### config.mk
export PLATFORM = sky130hd
export DESIGN_NAME = frnm_core
export DESIGN_NICKNAME = d
export VERILOG_FILES = /design/src/hw/frnm_core.v
export VERILOG_INCLUDE_DIRS = /design/src /design/src/hw
export SDC_FILE = /design/constraint.sdc
export NUM_CORES = 1
export LEC_CHECK = 0
export ABC_AREA = 1
export BUFFER_PORTS_ARGS = -buffer_cell sky130_fd_sc_hd__buf_2
export CAP_MARGIN = 20
export CORE_ASPECT_RATIO = 1.5
export CORE_UTILIZATION = 45
export DETAILED_ROUTE_END_ITERATION = 10
export PLACE_DENSITY = 0.7
export SLEW_MARGIN = 15
export SYNTH_ARGS = -nofsm -noshare
export SYNTH_HDL_FRONTEND = slang
export SYNTH_SLANG_ARGS = --single-unit
### constraint.sdc
create_clock -name mclk -period 13.5 [get_ports mclk]
set_clock_uncertainty 0.1 [all_clocks]
set_input_delay 0 -clock mclk [delete_from_list [all_inputs] [get_ports mclk]]
set_output_delay 0 -clock mclk [all_outputs]
set_load 0.01 [all_outputs]
### src/hw/frnm_map.vh
// Register offsets, field positions and reset values of the ramp modulator
`ifndef FRNM_MAP_VH
`define FRNM_MAP_VH

// Word indexes (byte address = index * 4)
`define FRNM_IDX_INTFRAC 4'h0
`define FRNM_IDX_LSBFRAC 4'h1
`define FRNM_IDX_RDIV 4'h2
`define FRNM_IDX_FUNC 4'h3
`define FRNM_IDX_TEST 4'h4
`define FRNM_IDX_DEVI 4'h5
`define FRNM_IDX_STEP 4'h6
`define FRNM_IDX_DELAY 4'h7
`define FRNM_IDX_STAT_FRAC 4'h8
`define FRNM_IDX_STAT_INT 4'h9
`define FRNM_IDX_STAT_MISC 4'hA

// Integer/upper fraction word
`define FRNM_RAMP_ON_BIT 31
`define FRNM_INT_MSB 30
`define FRNM_INT_LSB 15
`define FRNM_FMSB_MSB 14
`define FRNM_FMSB_LSB 3
// Lower fraction word
`define FRNM_FLSB_MSB 27
`define FRNM_FLSB_LSB 15
// Reference divider word
`define FRNM_SLIP_EN_BIT 28
`define FRNM_HALVE_BIT 21
`define FRNM_DOUBLE_BIT 20
`define FRNM_RCNT_MSB 19
`define FRNM_RCNT_LSB 15
`define FRNM_DIVA_MSB 14
`define FRNM_DIVA_LSB 3
// Function word
`define FRNM_MODE_MSB 11
`define FRNM_MODE_LSB 10
`define FRNM_PSK_BIT 9
`define FRNM_FSK_BIT 8
`define FRNM_POL_BIT 6
// Test word
`define FRNM_DIVB_MSB 18
`define FRNM_DIVB_LSB 7
// Deviation word
`define FRNM_SET_BIT 23
`define FRNM_SHIFT_MSB 22
`define FRNM_SHIFT_LSB 19
`define FRNM_HOP_MSB 18
`define FRNM_HOP_LSB 3
// Step word
`define FRNM_STEPS_MSB 22
`define FRNM_STEPS_LSB 3

// Waveform shapes
`define FRNM_MODE_BURST 2'h0
`define FRNM_MODE_SAW1 2'h1
`define FRNM_MODE_SAWREP 2'h2
`define FRNM_MODE_TRI 2'h3

`define FRNM_REG_RST 32'h00000000
`define FRNM_SLIP_MAX 3'h7

`endif

### src/hw/frnm_core.v
// Fractional-N divide value modulator: ramp engine, keying, slip reduction
`timescale 1ns/1ps
`default_nettype none
`include "frnm_map.vh"

module frnm_core (
	// Clock and reset
	input wire mclk,
	input wire rst,
	// Avalon-MM slave
	input wire [5:0] avs_address,
	input wire avs_read,
	input wire avs_write,
	input wire [31:0] avs_writedata,
	output reg [31:0] avs_readdata,
	output reg avs_waitrequest,
	// Pins
	input wire ref_in,
	input wire mod_data,
	input wire slip_imminent,
	input wire freq_passed,
	// Divide value and analog controls
	output reg [15:0] div_int,
	output reg [24:0] div_frac,
	output reg phase_flip,
	output reg [6:0] slip_cells,
	output reg pc_tick,
	output reg ramp_active
);

	localparam ST_IDLE = 4'b0001;
	localparam ST_RUN = 4'b0010;
	localparam ST_RESTORE = 4'b0100;
	localparam ST_HOLD = 4'b1000;

	// Zero divider counts as one
	function [11:0] nz12;
		input [11:0] v;
		begin
			nz12 = (v == 12'h000) ? 12'h001 : v;
		end
	endfunction

	// Signed hop word shifted into the 41-bit divide value
	function [40:0] hop_ext;
		input [15:0] w;
		input [3:0] s;
		begin
			hop_ext = {{25{w[15]}}, w} << s;
		end
	endfunction

	reg [31:0] intfrac_r, lsbfrac_r, rdiv_r, func_r, test_r, delay_r;
	reg [15:0] hop0_r, hop1_r;
	reg [3:0] shift0_r, shift1_r;
	reg [19:0] steps0_r, steps1_r;
	reg start_r;
	reg [2:0] ref_s, mod_s, slip_s, pass_s;
	reg ref_d, slip_d, pass_d;
	reg [11:0] rcnt_r;
	reg halve_t;
	reg [11:0] cnt_a, cnt_b;
	reg [19:0] step_cnt;
	reg dir_down;
	reg [3:0] state;
	reg [40:0] acc;
	reg [2:0] cells;
	reg overshoot;
	reg [31:0] rd_nxt;
	reg [40:0] out_nxt;
	wire req;
	wire [3:0] idx;
	wire [40:0] base;
	wire [1:0] mode;
	wire slip_en;
	wire ref_edge;
	wire [11:0] rdiv;
	wire pc_en;
	wire hop_due;
	wire [19:0] leg_steps;

	assign req = avs_read | avs_write;
	assign idx = avs_address[5:2];
	assign base = {intfrac_r[`FRNM_INT_MSB:`FRNM_INT_LSB],
		intfrac_r[`FRNM_FMSB_MSB:`FRNM_FMSB_LSB],
		lsbfrac_r[`FRNM_FLSB_MSB:`FRNM_FLSB_LSB]};
	assign mode = func_r[`FRNM_MODE_MSB:`FRNM_MODE_LSB];
	assign slip_en = rdiv_r[`FRNM_SLIP_EN_BIT];
	assign rdiv = nz12({7'h00, rdiv_r[`FRNM_RCNT_MSB:`FRNM_RCNT_LSB]});
	// Doubler adds falling edges to the count
	assign ref_edge = (ref_s[2] & ~ref_d) | (rdiv_r[`FRNM_DOUBLE_BIT] & ~ref_s[2] & ref_d);
	assign pc_en = ref_edge && (rcnt_r == rdiv - 12'h001) &&
		(~rdiv_r[`FRNM_HALVE_BIT] | halve_t);
	assign hop_due = pc_en && (cnt_a == nz12(rdiv_r[`FRNM_DIVA_MSB:`FRNM_DIVA_LSB]) - 12'h001) &&
		(cnt_b == nz12(test_r[`FRNM_DIVB_MSB:`FRNM_DIVB_LSB]) - 12'h001);
	// Down leg of the triangle counts the second step set
	assign leg_steps = dir_down ? steps1_r : steps0_r;

	// Register read mux
	always @* begin
		case (idx)
			`FRNM_IDX_INTFRAC: rd_nxt = intfrac_r;
			`FRNM_IDX_LSBFRAC: rd_nxt = lsbfrac_r;
			`FRNM_IDX_RDIV: rd_nxt = rdiv_r;
			`FRNM_IDX_FUNC: rd_nxt = func_r;
			`FRNM_IDX_TEST: rd_nxt = test_r;
			`FRNM_IDX_DEVI: rd_nxt = {9'h000, shift0_r, hop0_r, 3'h5};
			`FRNM_IDX_STEP: rd_nxt = {9'h000, steps0_r, 3'h6};
			`FRNM_IDX_DELAY: rd_nxt = delay_r;
			`FRNM_IDX_STAT_FRAC: rd_nxt = {7'h00, div_frac};
			`FRNM_IDX_STAT_INT: rd_nxt = {16'h0000, div_int};
			`FRNM_IDX_STAT_MISC: rd_nxt = {24'h000000, state, overshoot, cells};
			default: rd_nxt = 32'h00000000;
		endcase
	end

	// Keying on top of the ramp value
	always @* begin
		out_nxt = acc;
		if (func_r[`FRNM_FSK_BIT]) begin
			if (mod_s[2])
				out_nxt = acc + hop_ext(hop1_r, shift1_r);
			else
				out_nxt = acc - hop_ext(hop1_r, shift1_r);
		end
	end

	// Bus slave: one wait cycle, write takes effect when waitrequest is low
	always @(posedge mclk or posedge rst) begin
		if (rst) begin
			avs_waitrequest <= 1'b1;
			avs_readdata <= 32'h00000000;
			intfrac_r <= `FRNM_REG_RST;
			lsbfrac_r <= `FRNM_REG_RST;
			rdiv_r <= `FRNM_REG_RST;
			func_r <= `FRNM_REG_RST;
			test_r <= `FRNM_REG_RST;
			delay_r <= `FRNM_REG_RST;
			hop0_r <= 16'h0000;
			hop1_r <= 16'h0000;
			shift0_r <= 4'h0;
			shift1_r <= 4'h0;
			steps0_r <= 20'h00000;
			steps1_r <= 20'h00000;
			start_r <= 1'b0;
		end else begin
			start_r <= 1'b0;
			if (req && avs_waitrequest) begin
				avs_waitrequest <= 1'b0;
				if (avs_read)
					avs_readdata <= rd_nxt;
			end else begin
				avs_waitrequest <= 1'b1;
				if (req && avs_write) begin
					case (idx)
						`FRNM_IDX_INTFRAC: begin
							intfrac_r <= avs_writedata;
							start_r <= avs_writedata[`FRNM_RAMP_ON_BIT];
						end
						`FRNM_IDX_LSBFRAC: lsbfrac_r <= avs_writedata;
						`FRNM_IDX_RDIV: rdiv_r <= avs_writedata;
						`FRNM_IDX_FUNC: func_r <= avs_writedata;
						`FRNM_IDX_TEST: test_r <= avs_writedata;
						`FRNM_IDX_DEVI: begin
							if (avs_writedata[`FRNM_SET_BIT]) begin
								hop1_r <= avs_writedata[`FRNM_HOP_MSB:`FRNM_HOP_LSB];
								shift1_r <= avs_writedata[`FRNM_SHIFT_MSB:`FRNM_SHIFT_LSB];
							end else begin
								hop0_r <= avs_writedata[`FRNM_HOP_MSB:`FRNM_HOP_LSB];
								shift0_r <= avs_writedata[`FRNM_SHIFT_MSB:`FRNM_SHIFT_LSB];
							end
						end
						`FRNM_IDX_STEP: begin
							if (avs_writedata[`FRNM_SET_BIT])
								steps1_r <= avs_writedata[`FRNM_STEPS_MSB:`FRNM_STEPS_LSB];
							else
								steps0_r <= avs_writedata[`FRNM_STEPS_MSB:`FRNM_STEPS_LSB];
						end
						`FRNM_IDX_DELAY: delay_r <= avs_writedata;
						default: begin
						end
					endcase
				end
			end
		end
	end

	// Pin synchronisers
	always @(posedge mclk or posedge rst) begin
		if (rst) begin
			ref_s <= 3'h0;
			mod_s <= 3'h0;
			slip_s <= 3'h0;
			pass_s <= 3'h0;
			ref_d <= 1'b0;
			slip_d <= 1'b0;
			pass_d <= 1'b0;
		end else begin
			ref_s <= {ref_s[1:0], ref_in};
			mod_s <= {mod_s[1:0], mod_data};
			slip_s <= {slip_s[1:0], slip_imminent};
			pass_s <= {pass_s[1:0], freq_passed};
			ref_d <= ref_s[2];
			// Slip and overshoot edges judged from tick to tick
			if (pc_en) begin
				slip_d <= slip_s[2];
				pass_d <= pass_s[2];
			end
		end
	end

	// Reference divider producing the comparison enable
	always @(posedge mclk or posedge rst) begin
		if (rst) begin
			rcnt_r <= 12'h000;
			halve_t <= 1'b0;
			pc_tick <= 1'b0;
		end else begin
			pc_tick <= pc_en;
			if (ref_edge) begin
				if (rcnt_r >= rdiv - 12'h001) begin
					rcnt_r <= 12'h000;
					halve_t <= ~halve_t;
				end else begin
					rcnt_r <= rcnt_r + 12'h001;
				end
			end
		end
	end

	// Slip reduction cell sequencing, one decision per comparison period
	always @(posedge mclk or posedge rst) begin
		if (rst) begin
			cells <= 3'h0;
			overshoot <= 1'b0;
			slip_cells <= 7'h00;
		end else begin
			slip_cells <= (7'h01 << cells) - 7'h01;
			if (!slip_en) begin
				cells <= 3'h0;
				overshoot <= 1'b0;
			end else if (pc_en) begin
				if (pass_s[2] & ~pass_d & (cells != 3'h0))
					overshoot <= 1'b1;
				if (overshoot) begin
					if (cells != 3'h0)
						cells <= cells - 3'h1;
					else
						overshoot <= 1'b0;
				end else if (slip_s[2] & ~slip_d & (cells != `FRNM_SLIP_MAX)) begin
					cells <= cells + 3'h1;
				end
			end
		end
	end

	// Ramp engine
	always @(posedge mclk or posedge rst) begin
		if (rst) begin
			state <= ST_IDLE;
			acc <= 41'h00000000000;
			cnt_a <= 12'h000;
			cnt_b <= 12'h000;
			step_cnt <= 20'h00000;
			dir_down <= 1'b0;
			ramp_active <= 1'b0;
			div_int <= 16'h0000;
			div_frac <= 25'h0000000;
			phase_flip <= 1'b0;
		end else begin
			div_int <= out_nxt[40:25];
			div_frac <= out_nxt[24:0];
			phase_flip <= func_r[`FRNM_PSK_BIT] & mod_s[2];
			ramp_active <= (state == ST_RUN) || (state == ST_RESTORE);
			if (pc_en) begin
				if (hop_due) begin
					cnt_a <= 12'h000;
					cnt_b <= 12'h000;
				end else if (cnt_a == nz12(rdiv_r[`FRNM_DIVA_MSB:`FRNM_DIVA_LSB]) - 12'h001) begin
					cnt_a <= 12'h000;
					cnt_b <= cnt_b + 12'h001;
				end else begin
					cnt_a <= cnt_a + 12'h001;
				end
			end
			if (!intfrac_r[`FRNM_RAMP_ON_BIT]) begin
				state <= ST_IDLE;
				acc <= base;
			end else if (start_r) begin
				state <= ST_RUN;
				acc <= base;
				cnt_a <= 12'h000;
				cnt_b <= 12'h000;
				step_cnt <= 20'h00000;
				dir_down <= 1'b0;
			end else begin
				case (state)
					ST_IDLE: acc <= base;
					ST_RUN: begin
						if (hop_due) begin
							if (dir_down)
								acc <= acc - hop_ext(hop0_r, shift0_r);
							else
								acc <= acc + hop_ext(hop0_r, shift0_r);
							step_cnt <= step_cnt + 20'h00001;
							if (step_cnt + 20'h00001 >= leg_steps) begin
								step_cnt <= 20'h00000;
								case (mode)
									`FRNM_MODE_BURST: state <= ST_HOLD;
									`FRNM_MODE_TRI: dir_down <= ~dir_down;
									default: state <= ST_RESTORE;
								endcase
							end
						end
					end
					ST_RESTORE: begin
						if (hop_due) begin
							acc <= base;
							if (mode == `FRNM_MODE_SAWREP)
								state <= ST_RUN;
							else
								state <= ST_HOLD;
						end
					end
					ST_HOLD: begin
					end
					default: state <= ST_IDLE;
				endcase
			end
		end
	end

endmodule

`default_nettype wire

==> results.cfg <==
[setup_path]
crit_required_ns = 13.85
worst-path-buf-inv = 6
crit_path_top_delay_cell = dfrtp_1
slowest_delay_ns = 0.74
worstSetupPathType = flop to flop
critPathArrivalTime_ns = 6.12
path_delay_family = simple AND/OR/NAND/NOR gates
endpoint_kind = flop
crit_fanout = 20
startpoint_type = flop

[global_routing]
grt_max_degree = 179
grt-ovfl-total = 0
grt_pass1_wl_mm = 167.3
grt_antenna_before_repair = 4
grt.total_usage_pct = 31.82
grt_pass1_vias = 28144

[yosys]
synth_edf_count = 0
synth-adder-area-share_pct = 5.103
synth_cells = 4228
async_flop_share_pct = 100.0
ys_top_cells_by_count = nand2_1 (1199), dfrtp_1 (477), o21ai_0 (472)
synth_compound_area_share_pct = 15.66
synth_top_area_cell = dfrtp_1
ys_seq_area_share_pct = 38.87
synth_top_area_share_pct = 38.70
yosysWarnings = 0
ys_types = 65
synth-xor-area-share_pct = 4.061
netlist_area_um2 = 30840
synthMuxAreaShare_pct = 1.753
ys_ff_latch = 479
synth-simple-area-share_pct = 27.25
syn_avg_cell_area_um2 = 7.295
synth_top_family_by_area = simple AND/OR/NAND/NOR gates
synth.area.top_cells = dfrtp_1 (39%), nand2_1 (15%), o21ai_0 (7.7%), inv_1 (4.9%), ha_1 (4.9%)
ys.flop_type = dfrtp_1
synth_most_common_cell = nand2_1

[floorplanning]
rows = 117
core_um2 = 67780
pin_count = 130
die_w_um = 215.8
die_y_um = 322.6
start_util_pct = 45.50
die-area_um2 = 69610

[finish]
final_nets = 4508
design_area_um2 = 34470
regArea_um2 = 11990
area_growth_pct = 11.76
fillers = 6688
multi_input_area_um2 = 16680
drive_gt1_share_pct = 8.202
fin_cells = 5270
final_util_pct = 50.86

[place]
gp_congestion = 1.030
dp_cells = 5129
place_area_um2 = 32230
hpwl_mm = 84.86
place_ws_ns = 7.829
portBuffers = 127

[pwr]
power.leakage_nw = 16.99
irDropWorstVdd_mv = 0.1458
finalPower_mw = 6.054
power_density_nw_per_um2 = 175.6

[detailed_routing]
drc_errors = 0
wirelength_mm = 111.3
via_per_inst = 5.655
routed.top_layer = met5
routed-wl-met3_mm = 7.141
wl_met2_mm = 52.42
drt_pass1_iterations = 7
wl_met1_mm = 41.58
vias = 29802
antenna_left = 0
drt_iter0_markers = 2853
wl_per_cell_um = 21.11

[clocking]
clockBufferDepth = 3
clk_latency_ns = 0.64
clk_pin_slew_worst_paths_ns = 0.06
cts.sinks = 479
cts_resized = 0
cts_buffers = 49
htreeDepth = 2
cts_tree = yes
root_buffer = clkbuf_16

[sta]
setup_slack_ns = 7.736
grt_setup_unrepaired = no
min_period_ns = 5.764
drv_slew = 0
setup_viol = 0
tns_ns = 0
fin_crit_sh_pct = 42.69
final_hold_viol_count = 0
timing.fmax_mhz = 173.5
worstMarginPinSlew_ns = 1.157
hold_slack_ns = 0.1122
maxSlewHeadroom_pct = 22.87

[outcome]
outcome = complete, no violations

[job]
cap_violations = 0

[min_path]
hold_path_class = input pin to flop
==> path summary, 6_finish.rpt <==
check	endpoint	startpoint	slack (ns)	cells past startpoint
min reg2reg	mod_s[1]$_DFF_PP0_	mod_s[0]$_DFF_PP0_	0.25	0
max	div_int[15]$_DFF_PP0_	shift1_r[1]$_DFFE_PP0P_	7.74	28
min	avs_readdata[17]$_DFFE_PP0P_	avs_read	0.11	5
max in group asynchronous	div_int[7]$_DFF_PP0_	rst	10.36	6
max reg2reg	div_int[15]$_DFF_PP0_	shift1_r[1]$_DFFE_PP0P_	7.74	28
min in group asynchronous	slip_cells[3]$_DFF_PP0_	rst	0.57	4
==> flip-flops by register name (all words and copies together), names as in the netlist, 25 cells and up <==
signal,cells
avs_readdata,32
delay_r,32
div_frac,25
func_r,32
lsbfrac_r,32
intfrac_r,32
acc,41
rdiv_r,32
test_r,32
==> layer usage <==
metal  vias up  global-route usage [%]
met5         -                       0
met4         2                   25.25
met3       364                   4.026
met2      1193                   52.91
met1     14035                   37.09
li1      14208                       -
==> power breakdown <==
part	switching [mW]	internal [mW]
logic	1.67	0.857
clock network	0.633	0.793
registers	0.383	1.72
total	2.69	3.37
==> kinds of logic after synthesis <==
kind of cell	count (synthesis)
DFF	479
xor gates and xnor gates	143
adders and majority gates	124
buffers and inverters	568
muxes	50
other	1
AOI/OAI and AO/OA	866
and+or+nand+nor	1997
==> worst register-to-register path: cells and delay by family (launching register included) <==
family	cells	cell delay (ns)
compound gates	2	0.19
fa+ha+maj	2	0.56
buf+inv	6	1.00
flops	1	0.74
simple gates	18	3.02
==> layout make-up <==
type / count / area share, %
clock buffers: 63 / 3.797
flip-flops and latches: 479 / 34.78
repair buffers: 205 / 4.203
diodes: 1 / 0.007260
clock inverters: 27 / 0.9910
inverters: 416 / 4.588
well taps: 892 / 3.238
multi-input cells: 3187 / 48.39
==> cell usage in the layout (no fill, tap or decap), types with 17 or more instances in the layout <==
master            n
mux2i_1          18
dfrtp_1         477
buf_4            26
nand3_1         264
a31oi_1          32
xor2_1           91
or2_2            17
nand2_1        1192
o21ai_1          51
nor2_1          325
a221oi_1         57
a21oi_1         170
nor3_1           39
ha_1            121
xnor2_1          52
inv_1           403
buf_2           127
mux2_2           32
clkbuf_16        49
nand4_1          56
o21ai_0         472
dlygate4sd3_1    44
==> what timing repair did <==
action	in CTS	in global routing
hold endpoints to repair	366	0
hold buffers	44	0
setup buffers	0	0
Power figures use the tool's default switching activity.
